$ cat src/flic_pkg.sv
`default_nettype none
package flic_pkg;

  localparam int NSRC = 14;

  // sources in arbitration order, index 0 ranks highest
  typedef enum logic [3:0] {
    SRC_EXT0, SRC_BOD, SRC_WDT, SRC_T0, SRC_TWI, SRC_ADC, SRC_EXT1,
    SRC_KEY, SRC_T1, SRC_SER, SRC_PWM, SRC_SPI, SRC_T2, SRC_CAP
  } flic_src_t;

  typedef enum logic [1:0] {
    ST_IDLE = 2'b00,
    ST_CALL = 2'b01,
    ST_LOAD = 2'b11
  } flic_state_t;

  // four clocks per machine cycle, C1..C4
  localparam int          CLK_PER_MC  = 4;
  localparam logic [1:0]  PHASE_FIRST = 2'h0;
  localparam logic [1:0]  PHASE_LAST  = 2'h3;
  // hardware call spans four machine cycles
  localparam int          CALL_MC     = 4;
  localparam logic [1:0]  CALL_MC_END = 2'(CALL_MC - 2);
  localparam int          GATE_BIT    = 7;
  localparam logic [3:0]  SVC_RESET   = 4'h0;
  localparam logic [15:0] VEC_RESET   = 16'h0000;

  // set where the enable bit lives in the extended register
  localparam logic [NSRC-1:0] SRC_EN_EXT  = 14'h3c94;
  // set where the priority pair lives in the extended registers
  localparam logic [NSRC-1:0] SRC_PRI_EXT = 14'h1c94;
  // sources that may wake from power-down whenever their own enable is set
  localparam logic [NSRC-1:0] SRC_WAKE    = 14'h00c7;

  localparam logic [2:0] SRC_EN_BIT [NSRC] = '{
    3'h0, 3'h5, 3'h4, 3'h1, 3'h0, 3'h6, 3'h2,
    3'h1, 3'h3, 3'h4, 3'h5, 3'h6, 3'h7, 3'h2};
  localparam logic [2:0] SRC_PRI_BIT [NSRC] = '{
    3'h0, 3'h5, 3'h4, 3'h1, 3'h0, 3'h6, 3'h2,
    3'h1, 3'h3, 3'h4, 3'h5, 3'h6, 3'h7, 3'h7};
  localparam logic [15:0] SRC_VECTOR [NSRC] = '{
    16'h0003, 16'h0043, 16'h0053, 16'h000b, 16'h0033, 16'h005b, 16'h0013,
    16'h003b, 16'h001b, 16'h0023, 16'h0073, 16'h004b, 16'h002b, 16'h0063};

endpackage : flic_pkg
`default_nettype wire

$ cat src/flic_arbiter.sv
`timescale 1ns/1ns
`default_nettype none
module flic_arbiter (
  input  wire logic [flic_pkg::NSRC-1:0]      req,
  input  wire logic [flic_pkg::NSRC-1:0][1:0] level,
  output logic                                winValid,
  output flic_pkg::flic_src_t                 winIdx,
  output logic [1:0]                          winLevel
);
  import flic_pkg::*;

  // later hits overwrite earlier ones: highest level, then lowest index
  always_comb begin
    winValid = 1'b0;
    winIdx   = SRC_EXT0;
    winLevel = 2'h0;
    for (int lv = 0; lv < 4; lv++) begin
      for (int i = NSRC - 1; i >= 0; i--) begin
        if (req[i] && (level[i] == 2'(lv))) begin
          winValid = 1'b1;
          winIdx   = flic_src_t'(4'(i));
          winLevel = 2'(lv);
        end
      end
    end
  end

endmodule : flic_arbiter
`default_nettype wire

$ cat src/flic_ctrl.sv
// Overview of operation
// two priority bits give level 0 to 3; high bit outranks low bit
// running service preempted only by a strictly higher level
// level 3 service is never preempted
// simultaneous requests: the higher level wins
// same-level ties resolved by fixed ranking 1 to 14
// flags sampled, polled and resolved every machine cycle
// call only if no equal or higher service, on last instruction cycle
// no call while enable or priority written, or during return
// no pending memory; inactive flag at decision is not serviced
// call clears timer0/1 flags, external flags only in edge mode
// call pushes program counter only, then loads vector
// fixed vector address per source, 0003h to 0073h
// return from interrupt releases the completed level
// ordinary return leaves in-service state untouched
// per-source enables, global gate blocks every call but not wake-up
// listed sources wake from power-down; converter only on RC clock
// flags settled at C3 are polled in the following machine cycle
// call takes four machine cycles
// worst latency twelve machine cycles, 48 clocks
// priority pair at enable bit index; capture uses base bit 7
// arbitrated only when flag, own enable and global gate set
`timescale 1ns/1ns
`default_nettype none
module flic_ctrl (
  input  wire logic        ref_clk,
  input  wire logic        resetn,
  input  wire logic [7:0]  baseEnableReg,
  input  wire logic [7:0]  extendedEnableReg,
  input  wire logic [7:0]  basePriorityLow,
  input  wire logic [7:0]  basePriorityHigh,
  input  wire logic [7:0]  extendedPriorityLow,
  input  wire logic [7:0]  extendedPriorityHigh,
  input  wire logic        ext0RequestFlag,
  input  wire logic        ext1RequestFlag,
  input  wire logic        ext0EdgeMode,
  input  wire logic        ext1EdgeMode,
  input  wire logic        timer0OverflowFlag,
  input  wire logic        timer1OverflowFlag,
  input  wire logic        timer2EventFlag,
  input  wire logic        serialRxFlag,
  input  wire logic        serialTxFlag,
  input  wire logic        brownoutFlag,
  input  wire logic        watchdogFlag,
  input  wire logic [7:0]  keypadFlags,
  input  wire logic [2:0]  captureFlags,
  input  wire logic        pwmBrakeFlag,
  input  wire logic        converterDoneFlag,
  input  wire logic        converterOnRc,
  input  wire logic        twoWireFlag,
  input  wire logic        spiFlag,
  input  wire logic        lastCycle,
  input  wire logic        writesIntReg,
  input  wire logic        returnFromInterrupt,
  output logic             cycleEnd,
  output logic             vectorCall,
  output logic             loadPc,
  output logic [15:0]      vectorAddr,
  output logic             callBusy,
  output logic [3:0]       inService,
  output logic             clrExt0Flag,
  output logic             clrExt1Flag,
  output logic             clrTimer0Flag,
  output logic             clrTimer1Flag,
  output logic             wakeRequest
);
  import flic_pkg::*;

  logic [1:0]            phase_q, phase_d;
  logic                  cycleEnd_q, cycleEnd_d;
  logic [NSRC-1:0]       sample_q, sample_d;
  logic [NSRC-1:0]       srcFlag, srcReq, srcWake;
  logic [NSRC-1:0][1:0]  srcLevel;
  logic                  winValid;
  flic_src_t             winIdx;
  logic [1:0]            winLevel;
  flic_state_t           state_q, state_d;
  logic [1:0]            mcCount_q, mcCount_d;
  flic_src_t             callIdx_q, callIdx_d;
  logic [1:0]            callLevel_q, callLevel_d;
  logic [3:0]            inService_q, inService_d;
  logic                  vectorCall_q, vectorCall_d;
  logic                  loadPc_q, loadPc_d;
  logic [15:0]           vectorAddr_q, vectorAddr_d;
  logic                  callBusy_q, callBusy_d;
  logic [3:0]            clr_q, clr_d;
  logic                  wake_q, wake_d;
  logic                  mcEnd, svcAny, allowed, startCall, retire;
  logic [1:0]            svcTop, maxReqLevel;

  assign mcEnd = (phase_q == PHASE_LAST);

  assign srcFlag = {|captureFlags, timer2EventFlag, spiFlag, pwmBrakeFlag,
                    serialRxFlag | serialTxFlag, timer1OverflowFlag,
                    |keypadFlags, ext1RequestFlag, converterDoneFlag,
                    twoWireFlag, timer0OverflowFlag, watchdogFlag,
                    brownoutFlag, ext0RequestFlag};

  generate
    for (genvar i = 0; i < NSRC; i++) begin : g_src
      logic en, hi, lo;
      assign en = SRC_EN_EXT[i] ? extendedEnableReg[SRC_EN_BIT[i]]
                                : baseEnableReg[SRC_EN_BIT[i]];
      assign hi = SRC_PRI_EXT[i] ? extendedPriorityHigh[SRC_PRI_BIT[i]]
                                 : basePriorityHigh[SRC_PRI_BIT[i]];
      assign lo = SRC_PRI_EXT[i] ? extendedPriorityLow[SRC_PRI_BIT[i]]
                                 : basePriorityLow[SRC_PRI_BIT[i]];
      assign srcLevel[i] = {hi, lo};

      assign srcReq[i] = sample_q[i] & en & baseEnableReg[GATE_BIT];
      assign srcWake[i] = srcFlag[i] & en &
        (SRC_WAKE[i] | ((i == int'(SRC_ADC)) & converterOnRc));
    end
  endgenerate

  flic_arbiter u_arb (
    .req      (srcReq),
    .level    (srcLevel),
    .winValid (winValid),
    .winIdx   (winIdx),
    .winLevel (winLevel)
  );

  assign svcAny = |inService_q;
  always_comb begin
    svcTop = 2'h0;
    maxReqLevel = 2'h0;
    for (int l = 0; l < 4; l++) begin
      if (inService_q[l]) begin
        svcTop = 2'(l);
      end
    end
    for (int i = 0; i < NSRC; i++) begin
      if (srcReq[i] && srcLevel[i] > maxReqLevel) begin
        maxReqLevel = srcLevel[i];
      end
    end
  end

  // level 3 can never exceed svcTop, so it stays unbroken
  assign allowed = !svcAny || (winLevel > svcTop);
  // decision at C4 from the previous machine cycle's samples only
  assign startCall = mcEnd && (state_q == ST_IDLE) && winValid && allowed
                     && lastCycle && !writesIntReg
                     && !returnFromInterrupt;
  assign retire = mcEnd && (state_q == ST_IDLE) && lastCycle
                  && returnFromInterrupt;

  always_comb begin
    phase_d      = phase_q + 2'h1;
    cycleEnd_d   = (phase_d == PHASE_LAST);
    // flags present at C4 are polled through the next machine cycle
    sample_d     = mcEnd ? srcFlag : sample_q;
    state_d      = state_q;
    mcCount_d    = mcCount_q;
    callIdx_d    = callIdx_q;
    callLevel_d  = callLevel_q;
    inService_d  = inService_q;
    vectorCall_d = 1'b0;
    loadPc_d     = 1'b0;
    vectorAddr_d = vectorAddr_q;
    clr_d        = 4'h0;
    wake_d       = |srcWake;
    unique case (state_q)
      ST_IDLE: begin
        if (startCall) begin
          state_d      = ST_CALL;
          mcCount_d    = 2'h0;
          callIdx_d    = winIdx;
          callLevel_d  = winLevel;
          vectorCall_d = 1'b1;
          vectorAddr_d = SRC_VECTOR[winIdx];
          inService_d[winLevel] = 1'b1;
          clr_d = {winIdx == SRC_T1, winIdx == SRC_T0,
                   (winIdx == SRC_EXT1) && ext1EdgeMode,
                   (winIdx == SRC_EXT0) && ext0EdgeMode};
        end else if (retire) begin
          inService_d[svcTop] = 1'b0;
        end
      end
      ST_CALL: begin
        if (mcEnd) begin
          mcCount_d = mcCount_q + 2'h1;
          if (mcCount_q == CALL_MC_END) begin
            state_d = ST_LOAD;
          end
        end
      end
      ST_LOAD: begin
        if (mcEnd) begin
          state_d  = ST_IDLE;
          loadPc_d = 1'b1;
        end
      end
    endcase
    callBusy_d = (state_d != ST_IDLE);
  end

  always_ff @(posedge ref_clk or negedge resetn) begin
    if (!resetn) begin
      phase_q      <= PHASE_FIRST;
      cycleEnd_q   <= 1'b0;
      sample_q     <= '0;
      state_q      <= ST_IDLE;
      mcCount_q    <= 2'h0;
      callIdx_q    <= SRC_EXT0;
      callLevel_q  <= 2'h0;
      inService_q  <= SVC_RESET;
      vectorCall_q <= 1'b0;
      loadPc_q     <= 1'b0;
      vectorAddr_q <= VEC_RESET;
      callBusy_q   <= 1'b0;
      clr_q        <= 4'h0;
      wake_q       <= 1'b0;
    end else begin
      phase_q      <= phase_d;
      cycleEnd_q   <= cycleEnd_d;
      sample_q     <= sample_d;
      state_q      <= state_d;
      mcCount_q    <= mcCount_d;
      callIdx_q    <= callIdx_d;
      callLevel_q  <= callLevel_d;
      inService_q  <= inService_d;
      vectorCall_q <= vectorCall_d;
      loadPc_q     <= loadPc_d;
      vectorAddr_q <= vectorAddr_d;
      callBusy_q   <= callBusy_d;
      clr_q        <= clr_d;
      wake_q       <= wake_d;
    end
  end

  assign cycleEnd      = cycleEnd_q;
  assign vectorCall    = vectorCall_q;
  assign loadPc        = loadPc_q;
  assign vectorAddr    = vectorAddr_q;
  assign callBusy      = callBusy_q;
  assign inService     = inService_q;
  assign clrExt0Flag   = clr_q[0];
  assign clrExt1Flag   = clr_q[1];
  assign clrTimer0Flag = clr_q[2];
  assign clrTimer1Flag = clr_q[3];
  assign wakeRequest   = wake_q;
endmodule : flic_ctrl
`default_nettype wire

$ cat config.mk
export PLATFORM = sky130hd
export DESIGN_NAME = flic_ctrl
export DESIGN_NICKNAME = d
export VERILOG_FILES = /design/src/flic_pkg.sv /design/src/flic_arbiter.sv /design/src/flic_ctrl.sv
export SDC_FILE = /design/constraint.sdc
export NUM_CORES = 1
export LEC_CHECK = 0
export ABC_AREA = 1
export BUFFER_PORTS_ARGS = -buffer_cell sky130_fd_sc_hd__buf_4
export CAP_MARGIN = 20
export CORE_AREA = 4 4 89 91
export DETAILED_ROUTE_END_ITERATION = 6
export DIE_AREA = 0 0 93 95
export GPL_TIMING_DRIVEN = 1
export PLACE_DENSITY = 0.77
export SLEW_MARGIN = 40
export SYNTH_ARGS = -nofsm -noshare
export SYNTH_HDL_FRONTEND = slang
export SYNTH_SLANG_ARGS = --single-unit
export TNS_END_PERCENT = 100
$ cat constraint.sdc
create_clock -name ref_clk -period 5.05 [get_ports ref_clk]
set_input_delay 1.01 -clock ref_clk [delete_from_list [all_inputs] [get_ports ref_clk]]
set_output_delay 1.01 -clock ref_clk [all_outputs]
set_load 0.005 [all_outputs]
==> results.sh <==
export IMPL_antenna_left=0
export IMPL_grt_max_degree=39
export IMPL_place_inst=746
export IMPL_cts_sinks=38
export IMPL_synth_xor_area_share_pct=0
export IMPL_cp_max_fo=5
export IMPL_p_per_area_nw_per_um2=226
export IMPL_vdd_drop_max_v=0.000233
export IMPL_start_kind="input port"
export IMPL_gp_congestion=0.884
export IMPL_yosysUniqueCellTypes=31
export IMPL_skew_ns=0.00390
export IMPL_synth_yosys_warnings=0
export IMPL_syn_avg_cell_area_um2=6.06
export IMPL_holdBufCountCts=0
export IMPL_pwr_share_seq_pct=36.6
export IMPL_syn2layout_area_growth_pct=43.6
export IMPL_crit_path_frequent_cell="nand2_1"
export IMPL_synthMuxAreaShare_pct=0
export IMPL_cpPeakStageDelay_ns=0.17
export IMPL_synth_top_area_share_pct=30.0
export IMPL_min_to="phase_q[0]"
export IMPL_ff2ff_setup_slack_ns=0.51
export IMPL_status="complete, no violations"
export IMPL_track_usage_pct=20.9
export IMPL_netSwitchingPower_mw=0.359
export IMPL_crit_required_ns=5.23
export IMPL_start_util_pct=44.4
export IMPL_postSynthCellCount=523
export IMPL_vias=3637
export IMPL_worstPathArrival_ns=5.17
export IMPL_io_pins=109
export IMPL_die_w_um=93
export IMPL_rows=31
export IMPL_io_buffer_count=93
export IMPL_cts_made_buffers=5
export IMPL_drv_cap=0
export IMPL_drv_slew=0
export IMPL_nNetsFinal=751
export IMPL_path_class="in -> reg"
export IMPL_synth_flop_cell="dfrtp_1"
export IMPL_core_um2=7140
export IMPL_p_leak_nw=2.50
export IMPL_path_clk_slew_ns=0.07
export IMPL_synth_top_family_by_area="simple AND/OR/NAND/NOR gates"
export IMPL_firstDrtPassIters=4
export IMPL_stdcell_count=762
export IMPL_root_buffer="clkbuf_8"
export IMPL_routed_wirelength_um=9210
export IMPL_rsz0062_at_grt="true"
export IMPL_synth_fa_ha_area_share_pct=3.55
export IMPL_fp_dieH_um=95
export IMPL_min_period_over_period_pct=98.7
export IMPL_yosysTopAreaCell="dfrtp_1"
export IMPL_grt_pass1_vias=3513
export IMPL_grt_pass1_wl_um=14900
export IMPL_power_frac_comb_pct=42.2
export IMPL_drcViolationCount=0
export IMPL_synth_area_top_cells="dfrtp_1 30%, nand2_1 16%, inv_1 14%"
export IMPL_drt_initial_drc_count=178
export IMPL_die_area_um2=8840
export IMPL_grt_antenna_before_repair=0
export IMPL_hold_violations=0
export IMPL_hold_depth=1
export IMPL_path_delay_family="simple AND/OR/NAND/NOR gates"
export IMPL_dp_hpwl_um=7460
export IMPL_rr_endpoint="vectorAddr[6]"
export IMPL_worstHoldStart="phase_q[0]"
export IMPL_p_int_mw=0.668
export IMPL_overflow=0
export IMPL_ctsLongestPathBuffers=2
export IMPL_clock_latency_ns=0.29
export IMPL_crit_buf_inv=4
export IMPL_clkPwrFrac_pct=21.1
export IMPL_synth_edf_count=0
export IMPL_reg2regPathDepth=67
export IMPL_synth_compound_area_share_pct=7.94
export IMPL_max_freq_mhz=201
export IMPL_cts_htree_levels=2
export IMPL_yosysSeqAreaShare_pct=30.0
export IMPL_antenna_cells=0
export IMPL_async_flop_share_pct=100
export IMPL_drive_above_1_share_pct=28.8
export IMPL_critPathSlowestCell="ha_2"
export IMPL_min_period_ns=4.98
export IMPL_routedWlPerCell_um=12.1
export IMPL_setup_tns_ns=0
export IMPL_via_per_inst=4.77
export IMPL_relSlewSlack_pct=60.3
export IMPL_r2r_start="sample_q[11]"
export IMPL_setup_viol=0
export IMPL_cts_tree="done"
export IMPL_swShare_pct=35.0
export IMPL_hold_class="reg -> reg"
export IMPL_ys_ff_latch=38
export IMPL_end_kind="flip-flop"
export IMPL_holdWs_ns=0.445
export IMPL_yosys_area_share_simple_pct=39.9
export IMPL_netlist_area_um2=3170
export IMPL_worst_pin_slew_ns=0.595
-- placed cells by master (no fill, tap or decap), types with 2 or more instances in the layout --
cell,netlist,layout
nand2_2,2,10
nor3_1,57,57
o211ai_1,3,3
dfrtp_1,38,38
nand2_4,0,3
nand3_2,3,4
conb_1,1,10
ha_1,9,5
nand4_1,2,2
a31oi_1,3,3
a21oi_2,1,2
clkbuf_8,0,6
nor2_4,0,3
o21ai_0,20,19
buf_6,1,5
ha_4,0,3
o41ai_1,3,3
nand3_1,25,21
or4_1,2,2
nor2_2,2,2
nand2_1,139,128
clkinv_1,2,2
or2_2,2,2
buf_4,11,133
a21oi_1,12,11
inv_2,3,6
nand3_4,1,4
inv_1,122,118
nor2_1,49,46
-- final cells by class --
cell class              instances  area [um^2]
clock buffers                   6         82.6
multi-input cells             351         1830
fillers                       658         2580
flip-flops and latches         38          951
well taps                      99          124
repair buffers                139         1070
inverters                     127          479
clock inverters                 2         12.5
-- synth_stat cells, types with 3 or more instances --
| library cell | n |
|---|---|
| nand2_1 | 139 |
| inv_1 | 122 |
| nor3_1 | 57 |
| nor2_1 | 49 |
| dfrtp_1 | 38 |
| nand3_1 | 25 |
| o21ai_0 | 20 |
| a21oi_1 | 12 |
| buf_4 | 11 |
| ha_1 | 9 |
| clkbuf_1 | 4 |
| a31oi_1 | 3 |
| inv_2 | 3 |
| nand3_2 | 3 |
| o211ai_1 | 3 |
| o41ai_1 | 3 |
-- flip-flops by register name, summed over array words and instances, names as in the netlist, 2 cells and up --
signal,count
mcCount_q,2
sample_q,14
phase_q,2
vectorAddr,5
state_q,2
inService,4
clr_q,4
-- routing by layer --
metal  share of wire (%)  global-route usage (%)  vias to the layer above  routed length, um
li1                    -                       -                     1868                  -
met3                 7.6                    3.75                       13                704
met2                  50                    37.5                      117               4600
met4                 1.3                    5.37                        0                123
met5                   0                       0                        -                  0
met1                  41                    25.8                     1639               3780
-- worst max path at each step --
stage                            start       endpoint  slack, ns  cells past startpoint
finish                baseEnableReg[7]  vectorAddr[6]       0.07                     68
global route          baseEnableReg[7]  vectorAddr[6]      -0.49                     68
CTS                   baseEnableReg[7]  vectorAddr[6]       0.03                     68
detailed placement    baseEnableReg[7]  vectorAddr[6]      -0.37                     66
global placement      baseEnableReg[7]  vectorAddr[6]      -0.27                     66
floorplan           basePriorityLow[7]  vectorAddr[6]       0.61                     67
-- logic make-up (layout without fill, tap and decap cells) --
group,Yosys count,count (layout)
and+or+nand+nor,288,288
adders and majority gates,9,9
buffers and inverters,143,274
DFF,38,38
other,1,10
AOI/OAI and AO/OA,44,44
-- power by group through the flow --
stage                     clock, mW  combinational, mW  sequential [mW]
after floorplan                   0              0.201            0.378
after global placement            0              0.363            0.379
after detailed placement          0              0.377            0.381
after CTS                     0.219              0.388            0.375
after global routing          0.231              0.486            0.380
final                         0.217              0.434            0.376
-- through the flow --
stage | util (%) | instance area (um^2) | worst slack [ns] | total power, mW
after floorplan | - | 3200 | 0.612 | 0.579
after global placement | 58.9 | 4200 | -0.267 | 0.742
after detailed placement | 58.9 | 4200 | -0.371 | 0.758
after CTS | 60.9 | 4350 | 0.0286 | 0.982
after global routing | 63.8 | 4550 | -0.485 | 1.10
final | 63.8 | 4550 | 0.0666 | 1.03
-- timing repair --
action | in CTS | in global routing
setup endpoints to repair | 1 | 8
buffers inserted | 1 | 7
pin swaps | 4 | 19
gates resized for setup | 10 | 40
(Power assumes the default switching activity.)
